[src/design/ncom_params.svh]
// Constants for the NCO modulation control block
`ifndef NCOM_PARAMS_SVH
`define NCOM_PARAMS_SVH
// Register indices; byte address is four times the index
`define NCOM_IDX_CENTER0 5'h00
`define NCOM_IDX_OFFSET0 5'h06
`define NCOM_IDX_CTRL    5'h0d
`define NCOM_IDX_UPDATE  5'h0f
`define NCOM_IDX_STATUS  5'h10
`define NCOM_FREQ_BYTES  6
// Control register fields and reset values
`define NCOM_CTRL_ACC_RUN 5
`define NCOM_CTRL_RST     8'h20
`define NCOM_CENTER_RST   48'h4000_0000_0000
`define NCOM_OFFSET_RST   48'h0000_0000_0000
// Pin to output latency of the offset enable, in master clocks
`define NCOM_OFFSET_FREQ_ENABLE_PIN_LAT    14
// Register stages of that path besides the matching delay line
`define NCOM_OFFSET_FREQ_ENABLE_PIN_FIXED  6
`endif

[src/design/ncom_pkg.sv]
// Types shared by the NCO modulation control block
package ncom_pkg;
  // Modulation pins after synchronisation
  typedef struct packed {
    logic       update;
    logic [1:0] phase_sel;
    logic       offset_en;
  } ncom_pins_type;
  // Classic Wishbone request as seen by the slave
  typedef struct packed {
    logic        cyc;
    logic        stb;
    logic        we;
    logic [3:0]  sel;
    logic [4:0]  idx;
    logic [31:0] dat;
  } ncom_wb_req_type;
endpackage

[src/design/ncom_core.sv]
// NCO with FSK and PSK modulation control behind a Wishbone slave
// What this block does
// - Output one 14-bit converter sample every master clock cycle.
// - Offset enable change reaches the output exactly fourteen clocks later.
// - Offset enable accepted every two clocks; controller toggles no faster.
// - Each 8-bit register takes one write strobe.
// - Phase selects accepted every two clocks; controller toggles no faster.
// - Clearing then setting control bit 5 zeroes the phase accumulator.
// - Phase selects give offsets of 0, 90, 180 and 270 degrees.
// - Offset enable adds offset word to center word, else adds zero.
// - Phase select, offset enable and update pins pass two-flop synchronisers.
`include "ncom_params.svh"
`timescale 1ns/100ps
`default_nettype none
module ncom_core #(
  parameter int ACC_W = 48,
  parameter int DAC_W = 14
) (
  input  wire logic             clk_i,
  input  wire logic             rst_i,
  input  wire logic             wb_cyc_i,
  input  wire logic             wb_stb_i,
  input  wire logic             wb_we_i,
  input  wire logic [3:0]       wb_sel_i,
  input  wire logic [31:0]      wb_adr_i,
  input  wire logic [31:0]      wb_dat_i,
  output logic      [31:0]      wb_dat_o,
  output logic                  wb_ack_o,
  input  wire logic             offset_freq_enable_pin_i,
  input  wire logic             phase_select_lsb_i,
  input  wire logic             phase_select_msb_i,
  input  wire logic             update_pin_i,
  output logic      [DAC_W-1:0] dac_sample_o
);
  // Delay line length that pads the pin path to its fixed latency
  localparam int DLY = `NCOM_OFFSET_FREQ_ENABLE_PIN_LAT - `NCOM_OFFSET_FREQ_ENABLE_PIN_FIXED;
  localparam int NB  = `NCOM_FREQ_BYTES;

  // ********************************************************
  // Pin synchronisers
  // ********************************************************
  ncom_pkg::ncom_pins_type pin_raw;
  ncom_pkg::ncom_pins_type s1_q;
  ncom_pkg::ncom_pins_type s2_q;
  ncom_pkg::ncom_pins_type s1_d;
  ncom_pkg::ncom_pins_type s2_d;
  logic                    upd_prev_q;
  logic                    upd_prev_d;

  // Pins gathered in one word so both stages move together
  assign pin_raw = {update_pin_i, phase_select_msb_i, phase_select_lsb_i,
                    offset_freq_enable_pin_i};

  // Two stages; only the second stage feeds any logic
  always_comb begin
    s1_d       = pin_raw;
    s2_d       = s1_q;
    upd_prev_d = s2_q.update;
  end

  always_ff @(posedge clk_i) begin
    if (rst_i) begin
      s1_q       <= '0;
      s2_q       <= '0;
      upd_prev_q <= 1'b0;
    end else begin
      s1_q       <= s1_d;
      s2_q       <= s2_d;
      upd_prev_q <= upd_prev_d;
    end
  end

  // ********************************************************
  // Wishbone slave and register file
  // ********************************************************
  ncom_pkg::ncom_wb_req_type req;
  logic [7:0]  mctr_q [NB];   // Master copy of center word bytes
  logic [7:0]  mctr_d [NB];
  logic [7:0]  moff_q [NB];   // Master copy of offset word bytes
  logic [7:0]  moff_d [NB];
  logic [7:0]  ctrl_q;
  logic [7:0]  ctrl_d;
  logic        ack_d;
  logic [31:0] rdat_d;
  logic        wr_upd;
  logic        xfer;

  assign req = '{cyc: wb_cyc_i, stb: wb_stb_i, we: wb_we_i, sel: wb_sel_i,
                 idx: wb_adr_i[6:2], dat: wb_dat_i};

  // Answer one cycle after the request; ack drops the cycle after
  always_comb begin
    ack_d  = req.cyc && req.stb && !wb_ack_o;
    mctr_d = mctr_q;
    moff_d = moff_q;
    ctrl_d = ctrl_q;
    rdat_d = 32'h0000_0000;
    wr_upd = 1'b0;
    for (int i = 0; i < NB; i++) begin
      if (req.idx == `NCOM_IDX_CENTER0 + 5'(i)) begin
        rdat_d = {24'h00_0000, mctr_q[i]};
      end
      if (req.idx == `NCOM_IDX_OFFSET0 + 5'(i)) begin
        rdat_d = {24'h00_0000, moff_q[i]};
      end
    end
    if (req.idx == `NCOM_IDX_CTRL) begin
      rdat_d = {24'h00_0000, ctrl_q};
    end
    if (req.idx == `NCOM_IDX_STATUS) begin
      // Live view of the synchronised modulation pins
      rdat_d = {28'h000_0000, s2_q.update, s2_q.phase_sel, s2_q.offset_en};
    end
    // One byte per strobe, landing on the edge where ack is seen
    if (wb_ack_o && req.cyc && req.stb &&
        req.we && req.sel[0]) begin
      for (int i = 0; i < NB; i++) begin
        if (req.idx == `NCOM_IDX_CENTER0 + 5'(i)) begin
          mctr_d[i] = req.dat[7:0];
        end
        if (req.idx == `NCOM_IDX_OFFSET0 + 5'(i)) begin
          moff_d[i] = req.dat[7:0];
        end
      end
      if (req.idx == `NCOM_IDX_CTRL) begin
        ctrl_d = req.dat[7:0];
      end
      // Any write here acts like the update pin, saving a pin
      wr_upd = (req.idx == `NCOM_IDX_UPDATE);
    end
  end

  always_ff @(posedge clk_i) begin
    if (rst_i) begin
      wb_ack_o <= 1'b0;
      wb_dat_o <= 32'h0000_0000;
      ctrl_q   <= `NCOM_CTRL_RST;
      for (int i = 0; i < NB; i++) begin
        mctr_q[i] <= 8'(`NCOM_CENTER_RST >> (8 * i));
        moff_q[i] <= 8'(`NCOM_OFFSET_RST >> (8 * i));
      end
    end else begin
      wb_ack_o <= ack_d;
      wb_dat_o <= ack_d ? rdat_d : 32'h0000_0000;
      ctrl_q   <= ctrl_d;
      mctr_q   <= mctr_d;
      moff_q   <= moff_d;
    end
  end

  // ********************************************************
  // Active frequency words, loaded on update
  // ********************************************************
  logic [ACC_W-1:0] center_q;
  logic [ACC_W-1:0] center_d;
  logic [ACC_W-1:0] offset_q;
  logic [ACC_W-1:0] offset_d;

  // Rising edge of the update pin or a write to the update index
  assign xfer = wr_upd || (s2_q.update && !upd_prev_q);

  // All bytes move together, so a multi-byte change lands at once
  always_comb begin
    center_d = center_q;
    offset_d = offset_q;
    if (xfer) begin
      for (int i = 0; i < NB; i++) begin
        center_d[8*i +: 8] = mctr_q[i];
        offset_d[8*i +: 8] = moff_q[i];
      end
    end
  end

  always_ff @(posedge clk_i) begin
    if (rst_i) begin
      center_q <= ACC_W'(`NCOM_CENTER_RST);
      offset_q <= ACC_W'(`NCOM_OFFSET_RST);
    end else begin
      center_q <= center_d;
      offset_q <= offset_d;
    end
  end

  // ********************************************************
  // Modulation pipeline and accumulator
  // ********************************************************
  logic [DLY-1:0]   en_dly_q;
  logic [DLY-1:0]   en_dly_d;
  logic [ACC_W-1:0] freq_q;
  logic [ACC_W-1:0] freq_d;
  logic [ACC_W-1:0] acc_q;
  logic [ACC_W-1:0] acc_d;
  logic [ACC_W-1:0] phase_q;
  logic [ACC_W-1:0] phase_d;
  logic [DAC_W-1:0] dac_d;

  // Delay line pads the enable path to its fixed latency; each stage
  // takes a new level every clock, so toggling at half rate is safe
  always_comb begin
    en_dly_d = {en_dly_q[DLY-2:0], s2_q.offset_en};
    // Offset word joins only while enabled, else contributes zero
    freq_d   = center_q + (en_dly_q[DLY-1] ? offset_q
                                           : {ACC_W{1'b0}});
    // Clearing the run bit zeroes the accumulator feedback
    acc_d    = ctrl_q[`NCOM_CTRL_ACC_RUN] ? acc_q + freq_q
                                          : {ACC_W{1'b0}};
    // Quarter-turn offsets land in the two top phase bits
    phase_d  = acc_q + {s2_q.phase_sel, {(ACC_W-2){1'b0}}};
    // Sample is the top phase bits; a shape table would follow here
    dac_d    = phase_q[ACC_W-1 -: DAC_W];
  end

  always_ff @(posedge clk_i) begin
    if (rst_i) begin
      en_dly_q     <= '0;
      freq_q       <= '0;
      acc_q        <= '0;
      phase_q      <= '0;
      dac_sample_o <= '0;
    end else begin
      en_dly_q     <= en_dly_d;
      freq_q       <= freq_d;
      acc_q        <= acc_d;
      phase_q      <= phase_d;
      dac_sample_o <= dac_d;
    end
  end
endmodule
`default_nettype wire

[config.mk]
export PLATFORM = sky130hd
export DESIGN_NAME = ncom_core
export DESIGN_NICKNAME = d
export VERILOG_FILES = /design/src/design/ncom_pkg.sv /design/src/design/ncom_core.sv
export VERILOG_INCLUDE_DIRS = /design/src /design/src/design
export SDC_FILE = /design/constraint.sdc
export NUM_CORES = 1
export LEC_CHECK = 0
export ABC_CLOCK_PERIOD_IN_PS = 8800
export BUFFER_PORTS_ARGS = -buffer_cell sky130_fd_sc_hd__buf_4
export CELL_PAD_IN_SITES_DETAIL_PLACEMENT = 2
export CELL_PAD_IN_SITES_GLOBAL_PLACEMENT = 2
export CORE_MARGIN = 2
export CORE_UTILIZATION = 35
export CTS_CLUSTER_SIZE = 16
export DETAILED_ROUTE_END_ITERATION = 8
export PLACE_DENSITY = 0.79
export SLEW_MARGIN = 10
export SYNTH_ARGS = -nofsm -noshare
export SYNTH_HDL_FRONTEND = slang
export SYNTH_SLANG_ARGS = --single-unit
[constraint.sdc]
create_clock -name clk_i -period 8.8 [get_ports clk_i]
set_input_delay 0.44 -clock clk_i [delete_from_list [all_inputs] [get_ports clk_i]]
set_output_delay 0.44 -clock clk_i [all_outputs]
set_load 0.01 [all_outputs]
==> metrics.txt, run 1 <==
status=completed; die outline area=~50000 um^2; DR iter-0 viols=approximately 790; average via count per standard cell=approximately 5.5; Fillers=between 5000 and 6000; cell types with the highest counts after synthesis=sky130_fd_sc_hd__nand2_1, sky130_fd_sc_hd__dfxtp_1, sky130_fd_sc_hd__a21oi_1, sky130_fd_sc_hd__nor2_1, sky130_fd_sc_hd__nand3_1; Worst setup SP type=flop; ys async rst share=0%; wire length of the first global-routing pass=91.9 mm; weighted congestion at the end of routability-driven global placement=0.861; worst endpoint required time=just over 9000 ps; CTS max path bufs=3; root buffer selected by CTS=sky130_fd_sc_hd__clkbuf_16; synthesis warning total=0; total power consumption of the routed design=between 0.003 and 0.004 W; Worst EP arrival=~4500 ps; class of the tightest hold or removal check=in -> reg; drt pass-1 iters=6; syn avg cell area=between 8 and 9 um^2; leakage dissipation=about 7.7 nW; Antenna diodes=0; combined area of all synthesized cells=17200 um^2; Hold Vio Cnt, Final=0; post-layout minimum cycle time=about 4000 ps; TritonCTS clock tree=built; TNS Setup=0 ps; fraction of the cycle the final worst path needs=around 46%; count of buffers from port buffering=45; drt wl/cell=20.4 um; largest voltage drop on the vdd net=between 0.00009 and 0.0001 V; hold buffer count at CTS=0; placed cells=~2700; ANT nets after route=0; number of antenna violations at the first check in global routing=0; FMAX=between 200 and 250 MHz; DRC Markers=0; post-cts resize count=0; routed wire length=~57 mm; GRT Resource Usage Total=22.6%; largest net degree at the start of global routing=119; count of cell types in the netlist=80; number of max-cap violations=0; layout overhead on the synthesized area=12.3%; most frequent cell after synthesis=sky130_fd_sc_hd__nand2_1; placed wire-length estimate=a little over 40 mm; overflow left after global routing=0; transition time of the tightest slew-check pin=around 1100 ps; horizontal die dimension=between 200 and 250 um; maximum clock skew at final layout=a little under 30 ps; final setup vio count=0; Initial Util=about a third; TritonCTS buffer count=41; pre-CTS setup slack=about 4800 ps; register area share after synthesis=about two fifths; primary flip-flop cell chosen by synthesis mapping=sky130_fd_sc_hd__dfxtp_1; area leader, netlist=sky130_fd_sc_hd__dfxtp_1; buffers inserted by post-CTS timing repair=0; final core area utilization=39.6%; synth top area cells=sky130_fd_sc_hd__dfxtp_1, sky130_fd_sc_hd__nand2_1, sky130_fd_sc_hd__a21oi_1; number of non-filler instances in the completed layout=2800; crit-path max FO=48; #FFs+latches synth=350; number of global-route vias before repair=16600; number of H-tree levels=2; Cell Rows=just over 80; Max-Slew Margin vs Limit=~28%; endpoint kind of the worst setup timing path=flop; RSZ-0062 raised after global routing=false; number of flops mapped to enable cells by yosys=0; share of post-route cells with drive strength above 1=just over 7%; vertical die dimension=~230 um; clock-pin transition on the worst setup and hold timing paths=approximately 60 ps; insertion delay to the later sink of the worst-skew pair=between 500 and 600 ps; IO Pins=about 120; Cells after Synth=2120; min setup slack post-route=4780 ps; floorplan core area=48700 um^2; # clock sinks=350; NumNets Final=2283; number of vias in the routed layout=about 15000; Final Slew Violations=0; power density normalized to cell area=between 150 and 200 nW/um^2; proportion of netlist area held by the largest area contributor=between 40% and 50%; type of the worst setup path=reg -> reg
[state kept, by name (all words and copies together) (netlist names), 4 cells and up]
| signal | count |
|---|---|
| ctrl_q | 8 |
| phase_q | 14 |
| center_q | 48 |
| offset_q | 48 |
| en_dly_q | 8 |
| freq_q | 48 |
| acc_q | 48 |
| dac_sample_o | 14 |
| wb_dat_o | 8 |
| moff_q | 48 |
| mctr_q | 48 |
| s1_q | 4 |
[per-layer routing]
layer	routed length [um]	part of all wire (%)	vias to the layer above	GRT usage, %
li1	-	-	7306	-
met2	27000	47	242	38.0
met1	26500	46	7631	29.8
met5	0	0	-	0
met3	1650	2.9	111	2.55
met4	1900	3.3	0	8.42
[kinds of logic (layout without fill, tap and decap cells)]
logic type | Yosys count | after routing | synth area share, %
other | 1 | 24 | 0.0218
buffers and inverters | 171 | 164 | 4.46
AO/OA/AOI/OAI | 552 | 552 | 19.9
flip-flops | 350 | 350 | 40.8
adder cells (fa/ha/maj) | 97 | 97 | 7.15
XOR/XNOR | 66 | 66 | 3.36
AND/OR/NAND/NOR | 866 | 866 | 23.3
multiplexers | 17 | 17 | 1.03
[final timing paths]
check	cells past startpoint	slack [ps]	start	end
max	13	4780	en_dly_q[7]	freq_q[44]
min	2	100	phase_select_lsb_i	s1_q[1]
max reg2reg	13	4780	en_dly_q[7]	freq_q[44]
min reg2reg	1	440	phase_q[40]	dac_sample_o[6]
[worst max-delay path, cell delays in order (launching register included)]
cell,delay (ps)
sky130_fd_sc_hd__dfxtp_1,300
sky130_fd_sc_hd__buf_4,250
sky130_fd_sc_hd__and2_1,230
sky130_fd_sc_hd__ha_1,220
sky130_fd_sc_hd__fa_1,450
sky130_fd_sc_hd__a211oi_1,330
sky130_fd_sc_hd__o21a_1,230
sky130_fd_sc_hd__nor3_1,100
sky130_fd_sc_hd__o2111ai_1,320
sky130_fd_sc_hd__a21oi_1,180
sky130_fd_sc_hd__o2111ai_1,400
sky130_fd_sc_hd__a21oi_1,180
sky130_fd_sc_hd__a311oi_1,330
sky130_fd_sc_hd__mux2_2,360
[per-stage QoR]
step | instance area (um^2) | hold slack, ps
detailed placement | 18000 | 425
finish | 19300 | 101
global placement | 18000 | 415
global route | 19300 | 95.3
floorplan | 17300 | 414
CTS | 19300 | 72.6
[cells in the final DEF, fill, tap and decap left out, types with 6 or more instances in the layout]
cell type                   count
sky130_fd_sc_hd__a21o_1        72
sky130_fd_sc_hd__buf_4         61
sky130_fd_sc_hd__nor2b_1       59
sky130_fd_sc_hd__o211ai_1       7
sky130_fd_sc_hd__a211oi_1      21
sky130_fd_sc_hd__xnor2_1       36
sky130_fd_sc_hd__a22oi_1       19
sky130_fd_sc_hd__clkbuf_16     41
sky130_fd_sc_hd__nor4_1         6
sky130_fd_sc_hd__ha_1          95
sky130_fd_sc_hd__mux2i_1       11
sky130_fd_sc_hd__a21oi_1      272
sky130_fd_sc_hd__xor2_1        30
sky130_fd_sc_hd__nand4_1       16
sky130_fd_sc_hd__mux2_2         6
sky130_fd_sc_hd__nor3_1        39
sky130_fd_sc_hd__nand2_1      375
sky130_fd_sc_hd__o21ai_0       47
sky130_fd_sc_hd__a31oi_1       13
sky130_fd_sc_hd__or3_1         12
sky130_fd_sc_hd__inv_1         32
sky130_fd_sc_hd__a21boi_0       8
sky130_fd_sc_hd__conb_1        24
sky130_fd_sc_hd__o21a_1        16
sky130_fd_sc_hd__dfxtp_1      350
sky130_fd_sc_hd__a222oi_1       8
sky130_fd_sc_hd__clkbuf_8      10
sky130_fd_sc_hd__o21bai_1      15
sky130_fd_sc_hd__a221oi_1       8
sky130_fd_sc_hd__nand3_1      110
sky130_fd_sc_hd__o22ai_1        8
sky130_fd_sc_hd__and3_1        14
sky130_fd_sc_hd__nand2b_1      11
sky130_fd_sc_hd__clkbuf_1       9
sky130_fd_sc_hd__nor2_1       135
sky130_fd_sc_hd__and2_1        58
[report_power, final]
part / total, W / internal (W) / switching [W]
registers: 0.00159 / 0.00159 / 0.00000345
logic: 0.000103 / 0.0000221 / 0.0000810
clock network: 0.00173 / 0.00103 / 0.000701
[final cells by class]
| type | instances | area, um^2 | share of cell area, % |
|---|---|---|---|
| repair buffers | 62 | 473 | 2.45 |
| inverters | 32 | 120 | 0.622 |
| clock buffers | 60 | 1200 | 6.20 |
| clock inverters | 10 | 153 | 0.791 |
| well taps | 664 | 831 | 4.30 |
| flip-flops and latches | 350 | 7010 | 36.3 |
| multi-input cells | 1622 | 9520 | 49.3 |
Power figures use the tool's default switching activity.
==> inputs of run 2 (changes only) <==
--- a/config.mk
+++ b/config.mk
@@ -6,7 +6,7 @@
 export SDC_FILE = /design/constraint.sdc
 export NUM_CORES = 1
 export LEC_CHECK = 0
-export ABC_CLOCK_PERIOD_IN_PS = 8800
+export ABC_CLOCK_PERIOD_IN_PS = 3750
 export BUFFER_PORTS_ARGS = -buffer_cell sky130_fd_sc_hd__buf_4
 export CELL_PAD_IN_SITES_DETAIL_PLACEMENT = 2
 export CELL_PAD_IN_SITES_GLOBAL_PLACEMENT = 2
==> constraint.sdc (replaced) <==
create_clock -name clk_i -period 3.75 [get_ports clk_i]
set_input_delay 0.1875 -clock clk_i [delete_from_list [all_inputs] [get_ports clk_i]]
set_output_delay 0.1875 -clock clk_i [all_outputs]
set_load 0.01 [all_outputs]
==> metrics.txt, run 2 (synthesized netlist as in run 1, its figures left out) <==
largest voltage drop on the vdd net=0.000277 V (+180%); root buffer selected by CTS=sky130_fd_sc_hd__clkbuf_16; final setup vio count=0 (unchanged); ANT nets after route=0 (unchanged); Cell Rows=81 (unchanged); horizontal die dimension=226 um (unchanged); TNS Setup=0 ps (unchanged); DRC Markers=0 (unchanged); drt wl/cell=20.4 um (about the same); placed wire-length estimate=41.0 mm (+1.1%); most frequent cells in the layout=sky130_fd_sc_hd__nand2_1, sky130_fd_sc_hd__dfxtp_1, sky130_fd_sc_hd__a21oi_1; routed wire length=57.7 mm (+1.0%); maximum clock skew at final layout=23.2 ps (-5.85 ps); worst endpoint required time=4180 ps (-5080 ps); GRT Resource Usage Total=22.8% (+0.16 points); share of post-route cells with drive strength above 1=8.36% (+1.1 points); fraction of power spent switching nets=23.1% (+0.25 points); FF/Latch Area=7010 um^2 (unchanged); number of vias in the routed layout=15400 (+0.44%); slowest CP cell=sky130_fd_sc_hd__or4_4; Internal Pwr Total=0.00613 W (+130%); die outline area=50900 um^2 (unchanged); FMAX=272 MHz (+9.5%); number of non-filler instances in the completed layout=2830 (+1.1%); number of antenna violations at the first check in global routing=0 (unchanged); Clock Power Share=49.9% (-0.6 points); Fillers=5472 (+0.48%); floorplan core area=48700 um^2 (unchanged); class of the tightest hold or removal check=in -> reg; crit-path max FO=18 (-63%); Hold Vio Cnt, Final=0 (unchanged); most common cell after layout, fill and taps aside=sky130_fd_sc_hd__nand2_1; Antenna diodes=0 (unchanged); biggest cell delay along the critical path=560 ps (+110 ps); NumNets Final=2313 (+1.3%); endpoint kind of the worst setup timing path=flop; vertical die dimension=226 um (unchanged); type of the worst setup path=reg -> reg; number of max-cap violations=0 (unchanged); # clock sinks=350 (unchanged); Psw=0.00185 W (+140%); cell family contributing the most delay on the critical path=simple AND/OR/NAND/NOR gates; clock-pin transition on the worst setup and hold timing paths=60 ps (about the same); status=completed; TritonCTS clock tree=built; weighted congestion at the end of routability-driven global placement=0.862 (+0.15%); power density normalized to cell area=407 nW/um^2 (+130%); drt pass-1 iters=6 (unchanged); transition time of the tightest slew-check pin=1090 ps (+14.2 ps); number of H-tree levels=2 (unchanged); Final Slew Violations=0 (unchanged); Worst EP arrival=4100 ps (-380 ps); TritonCTS buffer count=41 (unchanged); Initial Util=35.3% (unchanged); post-layout minimum cycle time=3670 ps (-349 ps); CP most frequent cell=sky130_fd_sc_hd__buf_4; worst path buffer plus inverter count=3 (+2); IO Pins=124 (unchanged); fraction of the cycle the final worst path needs=97.9% (+52 points); Max-Slew Margin vs Limit=27.0% (-0.68 points); fraction of power consumed by sequential logic=46.9% (+0.4 points); Worst setup SP type=flop; CTS max path bufs=3 (unchanged); multi-input logic area=9570 um^2 (+0.47%); insertion delay to the later sink of the worst-skew pair=580 ps (about the same); total power consumption of the routed design=0.00797 W (+130%); count of buffers from port buffering=45 (unchanged); layout overhead on the synthesized area=14.1%; critical-path cell list=buf_12, buf_4, buf_4, and2_1, ha_2, nand2_2, o22ai_2, o32ai_1, or4_4, a31oi_4, o211a_4, or2_1, nor4_1, or4_1; wire length of the first global-routing pass=92.1 mm (+0.22%); overflow left after global routing=0 (unchanged); Comb power frac=3.2% (+0.2 points); leakage dissipation=7.86 nW (+1.7%); largest net degree at the start of global routing=162 (+36%); buffers inserted by post-CTS timing repair=0 (unchanged); average via count per standard cell=5.43 (-0.63%); placed cells=2748 (+0.66%); DR iter-0 viols=928 (+17%); number of global-route vias before repair=16500 (-0.60%)
## run 2: area by class of cell
type                       count  share of cell area (%)
inverter                      32                   0.613
clock inverter                14                   0.938
timing repair buffer          92                    3.91
sequential                   350                    35.7
clock buffer                  56                    5.77
tap                          664                    4.24
multi-input combinational   1622                    48.8
## run 2: layer usage
layer	wire, um	share of wire (%)	track usage, %
met1	26900	47	30.2
met3	2170	3.8	3.33
met4	1450	2.5	6.43
met2	27200	47	38.4
met5	0	0	0
## run 2: final timing paths
| check | start | end | slack [ps] | cells past startpoint |
|---|---|---|---|---|
| max | en_dly_q[7] | freq_q[47] | 80 | 14 |
| min | rst_i | dac_sample_o[12] | 150 | 2 |
| max reg2reg | en_dly_q[7] | freq_q[47] | 80 | 14 |
| min reg2reg | phase_q[38] | dac_sample_o[4] | 440 | 1 |
## run 2: stage by stage
stage	hold slack, ps	area (um^2)	util (%)	setup WS (ps)
floorplan	316	17300	-	356
detailed placement	413	18100	37.2	46.8
finish	150	19600	40.2	78.8
global route	201	19600	40.2	-31.3
CTS	179	19600	40.1	16.4
global placement	399	18100	37.2	133
## run 2: what timing repair did
action                                  4_1_cts  5_1_grt
gates resized for setup                       1       10
endpoints found under the setup margin        1        6
hold endpoints to repair                     62        0
hold buffers                                 12        0
gates cloned                                  0        0
## run 2: power by group through the flow
stage	Clock (W)	Combinational [W]	Sequential, W
after floorplan	0	0.000168	0.00382
after detailed placement	0	0.000243	0.00382
after global placement	0	0.000238	0.00382
final	0.00398	0.000255	0.00374
after global routing	0.00424	0.000275	0.00374
after CTS	0.00408	0.000256	0.00374
